File: config.mk
export PLATFORM = sky130hd
export DESIGN_NAME = pcie_ext_cap_regs
export DESIGN_NICKNAME = d
export VERILOG_FILES = /design/src/rtl/pcie_ext_cap_regs.v
export VERILOG_INCLUDE_DIRS = /design/src /design/src/rtl
export SDC_FILE = /design/constraint.sdc
export NUM_CORES = 1
export LEC_CHECK = 0
export BUFFER_PORTS_ARGS = -buffer_cell sky130_fd_sc_hd__buf_2
export CAP_MARGIN = 25
export CELL_PAD_IN_SITES_DETAIL_PLACEMENT = 0
export CELL_PAD_IN_SITES_GLOBAL_PLACEMENT = 1
export CORE_ASPECT_RATIO = 1.1
export CORE_MARGIN = 1
export CORE_UTILIZATION = 40
export CTS_CLUSTER_DIAMETER = 100
export DETAILED_ROUTE_END_ITERATION = 7
export PLACE_DENSITY = 0.8
export SLEW_MARGIN = 0
export SYNTH_ARGS = -nofsm -noshare
export SYNTH_HDL_FRONTEND = slang
export SYNTH_SLANG_ARGS = --single-unit
File: constraint.sdc
create_clock -name clock_in -period 2.7 [get_ports clock_in]
set_clock_uncertainty 0.2 [all_clocks]
set_input_delay 0.27 -clock clock_in [delete_from_list [all_inputs] [get_ports clock_in]]
set_output_delay 0.27 -clock clock_in [all_outputs]
set_load 0.005 [all_outputs]
File: src/rtl/ext_cap_map.vh
`ifndef EXT_CAP_MAP_VH
`define EXT_CAP_MAP_VH
// ****************************************
// register byte addresses
// ****************************************
`define OFS_ERR_CTL 12'h118
`define OFS_HDR_DW1 12'h11C
`define OFS_HDR_DW2 12'h120
`define OFS_HDR_DW3 12'h124
`define OFS_HDR_DW4 12'h128
`define OFS_SER_HDR 12'h180
`define OFS_SER_LOW 12'h184
`define OFS_SER_HIGH 12'h188
`define OFS_VC_HDR 12'h200
`define OFS_VC_CAP1 12'h204
// ****************************************
// capability header fields
// ****************************************
`define CAP_ID_LSB 0
`define CAP_VER_LSB 16
`define CAP_NEXT_LSB 20
`define SER_CAP_ID 16'h0003
`define VC_CAP_ID 16'h0002
`define CAP_VERSION 4'h1
`define CAP_NEXT_END 12'h000
// ****************************************
// port vc capability one fields
// ****************************************
`define EXTRA_CNT_LSB 0
`define LP_EXTRA_CNT_LSB 4
`define ARB_TIME_LSB 8
`define ARB_SIZE_LSB 10
`define EXTRA_CNT_RST 3'h0
`define LP_EXTRA_CNT_RST 3'h0
`define ARB_TIME_VAL 2'h0
`define ARB_SIZE_RST 2'h2
// ****************************************
// reset values
// ****************************************
`define WORD_RST 32'h0000_0000
`define ERR_IDX_RST 5'h00
`endif

File: src/rtl/pcie_ext_cap_regs.v
// Contract
// - sticky log of third header doubleword
// - sticky log of fourth header doubleword
// - serial header capability id reads 3
// - serial header version reads 1
// - twelve-bit next offset, zero ends chain
// - serial low word, default zero
// - serial high word, default zero
// - vc header capability id reads 2
// - vc header version reads 1
// - extra channel count defaults zero
// - low-priority extra count defaults zero
// - arbitration time base always zero
// - arbitration entry size defaults 2
// - first and second header words sticky
// - first error index valid while bit set
//
// Local design decision: the Avalon-MM slave port.
`timescale 1ns/100ps
`default_nettype none
`include "ext_cap_map.vh"
module pcie_ext_cap_regs #(
  parameter [11:0] SER_NEXT_RST = `CAP_NEXT_END,
  parameter [11:0] VC_NEXT_RST = `CAP_NEXT_END
) (
  input wire clock_in,
  input wire rst_n_in,
  input wire soft_reset_in,
  input wire config_unlock_in,
  input wire [11:0] address_in,
  input wire read_in,
  input wire write_in,
  input wire [3:0] byteenable_in,
  input wire [31:0] writedata_in,
  output wire waitrequest_out,
  output wire [31:0] readdata_out,
  input wire err_capture_in,
  input wire [4:0] err_index_in,
  input wire [31:0] err_hdr_dw1_in,
  input wire [31:0] err_hdr_dw2_in,
  input wire [31:0] err_hdr_dw3_in,
  input wire [31:0] err_hdr_dw4_in,
  input wire [31:0] err_status_in,
  output wire first_error_valid_out,
  output wire [4:0] first_error_index_out,
  output wire [63:0] serial_number_out
);

  // ****************************************
  // bus handshake
  // ****************************************
  reg ack_q;
  reg [31:0] rdata_q;
  reg [31:0] rdata_d;
  wire req = read_in | write_in;
  wire wr_now = write_in & ack_q;
  wire lock_wr = wr_now & config_unlock_in;
  // one wait cycle keeps read data registered
  assign waitrequest_out = req & ~ack_q;
  assign readdata_out = rdata_q;

  // ****************************************
  // storage
  // ****************************************
  reg [31:0] hdr_q [0:3];
  reg [4:0] err_idx_q;
  reg logged_q;
  reg [31:0] ser_low_q;
  reg [31:0] ser_high_q;
  reg [11:0] ser_next_q;
  reg [11:0] vc_next_q;
  reg [2:0] extra_cnt_q;
  reg [2:0] lp_extra_cnt_q;
  reg [1:0] arb_size_q;

  function [31:0] merge;
    input [31:0] old;
    input [31:0] nw;
    input [3:0] be;
    integer i;
    begin
      for (i = 0; i < 4; i = i + 1) begin
        merge[i*8 +: 8] = be[i] ? nw[i*8 +: 8] : old[i*8 +: 8];
      end
    end
  endfunction

  wire [31:0] wmerge_ser_hdr = merge({ser_next_q, 20'h0_0000}, writedata_in, byteenable_in);
  wire [31:0] wmerge_vc_hdr = merge({vc_next_q, 20'h0_0000}, writedata_in, byteenable_in);
  wire [31:0] vc_cap1_word = {20'h0_0000, arb_size_q, `ARB_TIME_VAL, 1'b0,
                              lp_extra_cnt_q, 1'b0, extra_cnt_q};
  wire [31:0] wmerge_vc_cap1 = merge(vc_cap1_word, writedata_in, byteenable_in);

  // ****************************************
  // header log, sticky
  // ****************************************
  // index valid while bit set
  wire idx_bit_set = err_status_in[err_idx_q];
  wire take_err = err_capture_in & ~logged_q;
  genvar g;
  generate
    for (g = 0; g < 4; g = g + 1) begin : hdr_gen
      wire [31:0] cap_word = (g == 0) ? err_hdr_dw1_in : (g == 1) ? err_hdr_dw2_in :
                             (g == 2) ? err_hdr_dw3_in : err_hdr_dw4_in;
      wire [31:0] ofs_full = `OFS_HDR_DW1 + (g * 4);
      wire [11:0] ofs = ofs_full[11:0];
      always @(posedge clock_in or negedge rst_n_in) begin
        if (!rst_n_in) begin
          hdr_q[g] <= `WORD_RST;
        end else if (take_err) begin
          hdr_q[g] <= cap_word;
        end else if (lock_wr && address_in == ofs) begin
          hdr_q[g] <= merge(hdr_q[g], writedata_in, byteenable_in);
        end
      end
    end
  endgenerate

  // release of the log beats a new capture in the same cycle; capture is taken only while the log is empty
  always @(posedge clock_in or negedge rst_n_in) begin
    if (!rst_n_in) begin
      err_idx_q <= `ERR_IDX_RST;
      logged_q <= 1'b0;
    end else if (take_err) begin
      err_idx_q <= err_index_in;
      logged_q <= 1'b1;
    end else if (logged_q && !idx_bit_set) begin
      logged_q <= 1'b0;
    end
  end

  assign first_error_valid_out = logged_q & idx_bit_set;
  assign first_error_index_out = err_idx_q;

  // ****************************************
  // lockable capability fields
  // ****************************************
  always @(posedge clock_in or negedge rst_n_in) begin
    if (!rst_n_in) begin
      ser_low_q <= `WORD_RST;
      ser_high_q <= `WORD_RST;
      ser_next_q <= SER_NEXT_RST;
      vc_next_q <= VC_NEXT_RST;
      extra_cnt_q <= `EXTRA_CNT_RST;
      lp_extra_cnt_q <= `LP_EXTRA_CNT_RST;
      arb_size_q <= `ARB_SIZE_RST;
    end else if (soft_reset_in) begin
      ser_low_q <= `WORD_RST;
      ser_high_q <= `WORD_RST;
      ser_next_q <= SER_NEXT_RST;
      vc_next_q <= VC_NEXT_RST;
      extra_cnt_q <= `EXTRA_CNT_RST;
      lp_extra_cnt_q <= `LP_EXTRA_CNT_RST;
      arb_size_q <= `ARB_SIZE_RST;
    end else if (lock_wr) begin
      if (address_in == `OFS_SER_LOW) begin
        ser_low_q <= merge(ser_low_q, writedata_in, byteenable_in);
      end else if (address_in == `OFS_SER_HIGH) begin
        ser_high_q <= merge(ser_high_q, writedata_in, byteenable_in);
      end else if (address_in == `OFS_SER_HDR) begin
        ser_next_q <= wmerge_ser_hdr[31:20];
      end else if (address_in == `OFS_VC_HDR) begin
        vc_next_q <= wmerge_vc_hdr[31:20];
      end else if (address_in == `OFS_VC_CAP1) begin
        extra_cnt_q <= wmerge_vc_cap1[2:0];
        lp_extra_cnt_q <= wmerge_vc_cap1[6:4];
        arb_size_q <= wmerge_vc_cap1[11:10];
      end
    end
  end

  assign serial_number_out = {ser_high_q, ser_low_q};

  // ****************************************
  // read decode
  // ****************************************
  always @* begin
    rdata_d = `WORD_RST;
    if (address_in == `OFS_ERR_CTL) begin
      rdata_d = {27'h000_0000, err_idx_q};
    end else if (address_in == `OFS_HDR_DW1) begin
      rdata_d = hdr_q[0];
    end else if (address_in == `OFS_HDR_DW2) begin
      rdata_d = hdr_q[1];
    end else if (address_in == `OFS_HDR_DW3) begin
      rdata_d = hdr_q[2];
    end else if (address_in == `OFS_HDR_DW4) begin
      rdata_d = hdr_q[3];
    end else if (address_in == `OFS_SER_HDR) begin
      rdata_d = {ser_next_q, `CAP_VERSION, `SER_CAP_ID};
    end else if (address_in == `OFS_SER_LOW) begin
      rdata_d = ser_low_q;
    end else if (address_in == `OFS_SER_HIGH) begin
      rdata_d = ser_high_q;
    end else if (address_in == `OFS_VC_HDR) begin
      rdata_d = {vc_next_q, `CAP_VERSION, `VC_CAP_ID};
    end else if (address_in == `OFS_VC_CAP1) begin
      rdata_d = vc_cap1_word;
    end
  end

  always @(posedge clock_in or negedge rst_n_in) begin
    if (!rst_n_in) begin
      ack_q <= 1'b0;
      rdata_q <= `WORD_RST;
    end else begin
      ack_q <= req & ~ack_q;
      if (read_in && !ack_q) begin
        rdata_q <= rdata_d;
      end
    end
  end

endmodule
`default_nettype wire

# After elaboration in Yosys (flattened, before gate mapping)
# Index checks and enable logic that the tools add are counted.
# totals
out_inout_bits	103
elab_cells	183
regBits	263
# classes
reduce_logical	57
n_eq_ne	14
n_bitwise	8
magnitude_cmp	1
muxes	68
# ops
operator	count
32-bit two-way mux	24
12-bit two-way mux	12
12-bit by 9-bit == test with 1-bit output, second input constant	8
3-bit two-way mux	14
8-bit two-way mux	5
2-bit nonzero test	19
2-bit AND reduction	16
12-bit by 10-bit == test with 1-bit output, second input constant	2
4-bit AND reduction	4
2-bit two-way mux	7
7-bit AND reduction	2
3-bit AND reduction	4
6-bit AND reduction	2
5-bit AND reduction	2
2-bit inequality test, second input constant	4
7-bit two-way mux	1
1-bit logical AND	6
5-bit by 6-bit < comparator with 1-bit output, second input constant	1
1-bit AND	5
1-bit binary-select mux with 5-bit select	1
4-bit two-way mux	1
1-bit two-way mux	3
1-bit zero test	2
1-bit NOT	2
1-bit OR	1

# Longest topological paths before layout
# Gate-level depths: netlist of run 1.
# logic_depth
word_depth	11
depth_mapped	8

# Least setup slack after synthesis of run 1
# No wires, ideal clock.
# synth_path
path_kind	input-to-reg
start	input port address_in[6]
end	register ser_low_q[0]
stages	8
arrival_time_ns	1.952
setup_time_ns	0.139
n_path_buf	3
required_time_ns	2.361
setup_slack_ns	0.409
cell_sequence	buf_2 -> or4b_4 -> buf_4 -> nor3_4 -> a31oi_1 -> buf_2 -> nand2_1 -> o21ai_0
# synth_via
elab_chain_len	3
# synth_lines
element	line_no	source
start, declared	pcie_ext_cap_regs.v:30	input wire [11:0] address_in,
12-bit by 9-bit == test with 1-bit output (no source line)	-	
2-bit nonzero test (no source line)	-	
3-bit AND reduction (no source line)	-	
end signal, assigned	pcie_ext_cap_regs.v:140	ser_low_q <= `WORD_RST;
end signal, assigned	pcie_ext_cap_regs.v:148	ser_low_q <= `WORD_RST;
end signal, assigned	pcie_ext_cap_regs.v:157	ser_low_q <= merge(ser_low_q, writedata_in, byteenable_in);
end, declared	pcie_ext_cap_regs.v:68	reg [31:0] ser_low_q;
# Every way passes these cells.
# A chain may end at the register's enable or synchronous reset.

# Final worst setup path of run 1
# layout_path
start	register err_idx_q[0], in the netlist first_error_index_out[0]
end	output port first_error_valid_out
# layout_via
elab_chain_len	3
# layout_lines
element	line_no	source
start, declared	pcie_ext_cap_regs.v:66	reg [4:0] err_idx_q;
start signal, assigned	pcie_ext_cap_regs.v:122	err_idx_q <= `ERR_IDX_RST;
start signal, assigned	pcie_ext_cap_regs.v:125	err_idx_q <= err_index_in;
1-bit binary-select mux with 5-bit select	pcie_ext_cap_regs.v:98	wire idx_bit_set = err_status_in[err_idx_q];
1-bit two-way mux (not written as such)	pcie_ext_cap_regs.v:98	
1-bit AND	pcie_ext_cap_regs.v:132	assign first_error_valid_out = logged_q & idx_bit_set;
end, declared	pcie_ext_cap_regs.v:44	output wire first_error_valid_out,
# Every way passes these cells. The select of a mux whose other input is x is not followed.

==> results of run 1 <==
[kinds of logic after synthesis]
kind of cell	Yosys count	share of synthesized area, %
AOI/OAI and AO/OA	581	25.12
buffers and inverters	114	3.625
DFF	263	48.89
and+or+nand+nor	496	17.90
muxes	50	4.461
[cell usage after synthesis (3+ instances only)]
library cell / count / share of area (%)
nand3b_1: 3 / 0.17
nand3_1: 18 / 0.67
o21ai_2: 3 / 0.20
clkbuf_1: 77 / 2.1
a22oi_1: 50 / 2.8
o21bai_1: 8 / 0.45
nand2_1: 246 / 6.9
a21oi_1: 240 / 8.9
nor2b_1: 6 / 0.28
o21ai_0: 149 / 5.5
nor3_4: 3 / 0.36
o211ai_1: 28 / 1.6
nand2b_1: 44 / 2.0
o2bb2ai_1: 4 / 0.26
buf_4: 4 / 0.22
a31oi_1: 14 / 0.65
nor2_1: 95 / 2.6
buf_2: 29 / 1.1
a222oi_1: 12 / 0.89
and2_1: 35 / 1.6
nor4b_2: 4 / 0.45
dfrtp_1: 262 / 49
o21ai_1: 15 / 0.56
nor3_1: 11 / 0.41
o21a_1: 3 / 0.17
nor2_4: 4 / 0.33
a211oi_1: 9 / 0.50
o22ai_1: 22 / 1.0
mux4_2: 8 / 1.3
mux2i_1: 42 / 3.1
a32oi_1: 4 / 0.26
and3_1: 6 / 0.28
a221o_1: 6 / 0.45
[worst reg2reg max path, stage by stage, from the launching register on]
cell,delay [ns]
dfrtp_1,0.38
and3_1,0.25
buf_4,0.21
nand2_1,0.15
nor2_4,0.18
buf_4,0.19
mux2i_1,0.19
o21ai_0,0.08
dlygate4sd3_1,0.58
[power by group]
part | internal [mW] | switching (mW)
logic | 1.93 | 2.11
clock network | 2.33 | 1.61
registers | 5.09 | 0.975
[worst max-delay path by stage]
stage / slack (ns) / from / cells after the start / endpoint
after detailed placement: 0.09 / address_in[7] / 6 / ser_high_q[23]
after floorplan: 0.41 / address_in[6] / 8 / ser_low_q[0]
final: -0.06 / first_error_index_out[0] / 5 / first_error_valid_out
after global placement: 0.17 / address_in[6] / 6 / ser_low_q[31]
after CTS: -0.05 / first_error_index_out[0] / 5 / first_error_valid_out
after global routing: -0.15 / first_error_index_out[0] / 6 / first_error_valid_out
[metrics by stage]
| stage | util (%) | setup TNS [ns] | hold WS [ns] | worst slack, ns | instances |
|---|---|---|---|---|---|
| 6_report | 57.82 | -0.05972 | 0.03474 | -0.05972 | 2515 |
| 2_1_floorplan | - | 0 | -0.2256 | 0.4087 | 1504 |
| 5_1_grt | 57.80 | -0.2605 | 0.04747 | -0.1549 | 2513 |
| 4_1_cts | 57.46 | -0.04865 | 0.004919 | -0.04865 | 2503 |
| 3_5_place_dp | 48.15 | 0 | 0.1027 | 0.09004 | 2238 |
| 3_3_place_gp | 48.15 | 0 | 0.09708 | 0.1677 | 2238 |
[what timing repair did]
| action | 4_1_cts | 5_1_grt |
|---|---|---|
| hold buffers | 211 | 0 |
| buffers inserted | 2 | 6 |
| endpoints found under the setup margin | 1 | 31 |
| hold endpoints to repair | 353 | 0 |
| resized for setup | 2 | 2 |
| pin swaps | 0 | 3 |
[routing by layer]
layer | up-vias | share of wire (%) | GRT usage (%)
li1 | 6526 | - | -
met1 | 6768 | 40 | 38.84
met2 | 653 | 49 | 52.37
met3 | 133 | 6.2 | 3.795
met4 | 0 | 4.3 | 13.03
met5 | - | 0 | 0
[area by class of cell]
cell class	count	area (sq um)	share of cell area, %
antenna	3	7.507	0.03912
timing repair buffer	638	4679	24.38
clock inverter	6	30.03	0.1565
clock buffer	46	929.6	4.844
multi-input combinational	1127	6421	33.46
tap	432	540.5	2.816
sequential	263	6584	34.30
[sequential cells by signal, indices dropped and copies added (netlist names), 3 cells and up]
name	cells
readdata_out	32
ser_low_q	32
vc_next_q	12
ser_high_q	32
lp_extra_cnt_q	3
hdr_q	128
first_error_index_out	5
ser_next_q	12
extra_cnt_q	3
==> metrics.cfg, run 1 <==
[outcome]
status=finished with violations
violations=negative setup slack

[hold_path]
holdPathStages=5
worstHoldStart=address_in[2]
hold_end=readdata_out[7]
hp-class=in -> reg

[logic_synthesis]
ys.flop_type=dfrtp_1
postSynth.asyncResetShare_pct=100.0
yosys_warnings=0
yosysSeqAreaShare_pct=48.89
synth-edff-count=0
avgSynthCellArea_sq_um=8.951
synth_area_sq_um=13460
netlist_instances=1504
syn_nets=1724
synth_seq_cells=263
synth_cell_types=64

[timing]
setup_violations=1
fin_crit_ns=2.760
timing.final.crit_share_pct=102.2
slew-limit-headroom_pct=32.93
tightest_slew_ns=1.006
grt_setup_unrepaired=true
fmax_mhz=362.4
drv_slew=0
hold_viol=0
timing.final.ws_setup_ns=-0.05972

[cells_and_area]
fillers=2981
layout_commonest_cell=buf_2
final_cell_mix=buf_2, dfrtp_1, nand2_1
syn_to_final_growth_pct=42.56
nets=2278
drive_gt1_share_pct=24.90
fin_area_sq_um=19190

[worst_setup_path]
slowest_stage=mux4_2
worst_ep_arrival_time_ns=2.29
rrSetupSlack_ns=0.15
r2r-end=hdr_q[113]
crit_top_cell=mux2i_1
crit_type=reg -> out
slowest_delay_ns=0.54
cp.buffers_inverters=1
worstPathCellList=mux4_2 -> mux2i_1 -> mux2i_1 -> o2111a_1 -> buf_2
worstSetupEndpointType=output pin
start_kind=flip-flop
cp_data_required_time_ns=2.23
worstPathMaxFanout=7
path_delay_family=multiplexers
worstReg2RegStart=ack_q
r2r_cells=8

[global_routing]
antenna_found_initial=1
grt.total_usage_pct=30.66
grt_max_degree=85
overflow=0
grt_pass1_vias=14079
grt_pass1_wl_microns=80660

[pwr]
totalPowerFinal_mw=14.06
ir_drop_uv=593.5
powerDensity_nw_per_um2=732.7
p_leak_nw=8.431

[clock_tree]
clkSlewWorstSetupHoldPaths_ns=0.06
clock_sinks=263
cts.root.buffer_cell=clkbuf_16
cts_buffer_depth=3
numCtsBuffers=28
cts_tree=built
htree_num_levels=1
clock_latency_ns=0.55

[floorplanning]
fp.dieW_microns=176.9
die_y_microns=194.4
dieArea_sq_um=34400
initial_utilization_pct=40.56
coreArea_sq_um=33190
fp-row-count=70
io_pins=323

[placed_design]
io_buffers=322
dpl_cell_area_sq_um=15980
place.gp.congestion=0.9117
dp_hpwl_microns=38260

[drt]
dr.first_iter.drc_count=1198
antenna_left=0
vias=14080
via_per_inst=5.598
wl_per_cell_microns=21.10
firstDrtPassIters=6
wl_microns=53070
route.detailed.drc=0

[run]
max_cap_violations=0

Power figures use the tool's default switching activity.
==> run 2, diff against run 1 <==
--- a/config.mk
+++ b/config.mk
@@ -15,7 +15,7 @@
 export CORE_UTILIZATION = 40
 export CTS_CLUSTER_DIAMETER = 100
 export DETAILED_ROUTE_END_ITERATION = 7
-export PLACE_DENSITY = 0.8
+export PLACE_DENSITY_LB_ADDON = 0.08
 export SLEW_MARGIN = 0
 export SYNTH_ARGS = -nofsm -noshare
 export SYNTH_HDL_FRONTEND = slang
==> metrics.cfg, run 2 (synthesis gave the netlist of run 1 again) <==
[placed_design]
place.gp.congestion=0.8839  ; -3.0%
dp_hpwl_microns=36530  ; -4.5%
io_buffers=322  ; unchanged
dpl_cell_area_sq_um=16010  ; +0.16%

[outcome]
status=finished with violations
violations=negative setup slack

[cells_and_area]
regMostFlops=hdr_q
regArea_sq_um=6586  ; about the same
drive_gt1_share_pct=24.55  ; -0.35 points
antenna_cells=0  ; -3
nets=2267  ; -0.48%
final_cell_mix=buf_2, dfrtp_1, nand2_1
multi_input_area_sq_um=6424  ; about the same
syn_to_final_growth_pct=42.46  ; about the same
fillers=3109  ; +4.3%
layout_commonest_cell=buf_2
largest_reg_flops=128  ; unchanged
fin_area_sq_um=19180  ; about the same
final_util_pct=57.78  ; about the same

[drt]
vias=13760  ; -2.3%
met1_length_microns=22100  ; +3.1%
firstDrtPassIters=7  ; +1
wl_met2_microns=25240  ; -3.1%
antenna_left=0  ; unchanged
route.detailed.drc=0  ; unchanged
highest_layer=met4
wl_per_cell_microns=20.86  ; -1.1%
dr.first_iter.drc_count=1053  ; -12%
via_per_inst=5.502  ; -1.7%
met3_length_microns=2949  ; -10%
wl_microns=52180  ; -1.7%

[pwr]
ir_drop_uv=517.6  ; -13%
powerDensity_nw_per_um2=733.8  ; +0.16%
p_sw_share_pct=32.87  ; -0.57 points
p_leak_nw=8.392  ; -0.47%
internal-power_mw=9.448  ; +0.95%
switchingPower_mw=4.626  ; -1.6%
p_comb_share_pct=28.5  ; -0.3 points
seq_power_share_pct=42.5  ; -0.7 points
totalPowerFinal_mw=14.07  ; about the same
clkPwrFrac_pct=29.0  ; +0.9 points

[worst_setup_path]
worstReg2RegStart=ack_q
worstPathMaxFanout=7  ; unchanged
r2r_cells=8  ; unchanged
cp_data_required_time_ns=2.23  ; about the same
rrSetupSlack_ns=0.15  ; about the same
worst_ep_arrival_time_ns=2.23  ; -0.06 ns
start_kind=flip-flop
worstSetupEndpointType=output pin
crit_type=reg -> out
r2r-end=hdr_q[106]

[clock_tree]
cts_tree=built
clock_sinks=263  ; unchanged
clock_latency_ns=0.56  ; about the same
clkSlewWorstSetupHoldPaths_ns=0.06  ; about the same
htree_num_levels=1  ; unchanged
cts.root.buffer_cell=clkbuf_16
cts_buffer_depth=3  ; unchanged
numCtsBuffers=30  ; +7.1%

[timing]
drv_slew=0  ; unchanged
fmax_mhz=370.3  ; +2.2%
setup_violations=1  ; unchanged
slew-limit-headroom_pct=33.34  ; +0.41 points
timing.final.crit_share_pct=100.0  ; -2.2 points
tightest_slew_ns=0.9999  ; -0.006135 ns
timing.final.ws_setup_ns=-0.0003613  ; +0.05936 ns
grt_setup_unrepaired=true
final.setup.tns_ns=-0.0003613  ; +0.05936 ns
fin_crit_ns=2.700  ; -0.05936 ns
hold_viol=0  ; unchanged

[hold_path]
hold_end=readdata_out[3]
worstHoldStart=read_in
hp-class=in -> reg
holdPathStages=3  ; -2

[floorplanning]
dieArea_sq_um=34400  ; unchanged
fp.dieW_microns=176.9  ; unchanged
coreArea_sq_um=33190  ; unchanged
die_y_microns=194.4  ; unchanged
io_pins=323  ; unchanged
fp-row-count=70  ; unchanged
initial_utilization_pct=40.56  ; unchanged

[global_routing]
grt_max_degree=85  ; unchanged
grt.total_usage_pct=30.51  ; -0.15 points
grt_pass1_wl_microns=80160  ; -0.62%
overflow=0  ; unchanged
grt_pass1_vias=13790  ; -2.1%
antenna_found_initial=0  ; -1

[run]
max_cap_violations=0  ; unchanged

run 2: final cells by class:
| cell class | count | area share, % |
|---|---|---|
| sequential | 263 | 34.34 |
| clock buffer | 41 | 4.501 |
| multi-input combinational | 1127 | 33.49 |
| timing repair buffer | 625 | 24.22 |
| tap | 432 | 2.818 |
| clock inverter | 13 | 0.6328 |
run 2: worst max path at each step:
| stage | start | end | slack [ns] | cells after the start |
|---|---|---|---|---|
| after floorplan | address_in[6] | ser_low_q[0] | 0.41 | 8 |
| after global placement | address_in[6] | ser_low_q[27] | 0.15 | 6 |
| after detailed placement | address_in[6] | ser_low_q[28] | 0.11 | 6 |
| after CTS | first_error_index_out[0] | first_error_valid_out | -0.03 | 5 |
| after global routing | first_error_index_out[0] | first_error_valid_out | -0.10 | 5 |
| final | first_error_index_out[0] | first_error_valid_out | -0.0004 | 5 |
run 2: metrics by stage:
stage          std cells  setup slack [ns]  hold WS (ns)
6_report            2501        -0.0003613       0.04479
5_1_grt             2501           -0.1040       0.04395
4_1_cts             2496          -0.02506       0.01981
3_5_place_dp        2231            0.1089        0.1045
3_3_place_gp        2230            0.1532        0.1080
2_1_floorplan       1504            0.4087       -0.2256
run 2: power groups by stage:
| stage | Sequential (mW) | Clock, mW | Combinational [mW] |
|---|---|---|---|
| 6_report | 5.98 | 4.09 | 4.00 |
| 5_1_grt | 6.13 | 4.31 | 4.49 |
| 2_1_floorplan | 5.68 | 0 | 2.23 |
| 3_5_place_dp | 6.05 | 0 | 3.39 |
| 3_3_place_gp | 6.04 | 0 | 3.32 |
| 4_1_cts | 5.98 | 4.14 | 4.00 |
run 2: repair_timing:
action | 4_1_cts | 5_1_grt
cloned | 0 | 0
setup endpoints to repair | 1 | 15
hold buffers | 209 | 0
buffers inserted | 2 | 4
endpoints found under the hold margin | 378 | 0
resized for setup | 2 | 1
pin swaps | 0 | 3
run 2: routing by layer:
layer,global-route usage (%),up-vias
met5,0,-
li1,-,6520
met3,2.836,95
met4,10.82,0
met1,40.63,6598
met2,51.49,547
run 2: critical path, stage by stage (launching register included):
cell      delay, ns
dfrtp_4        0.50
mux4_2         0.51
mux2i_1        0.18
mux2i_1        0.12
o2111a_1       0.25
buf_2          0.12
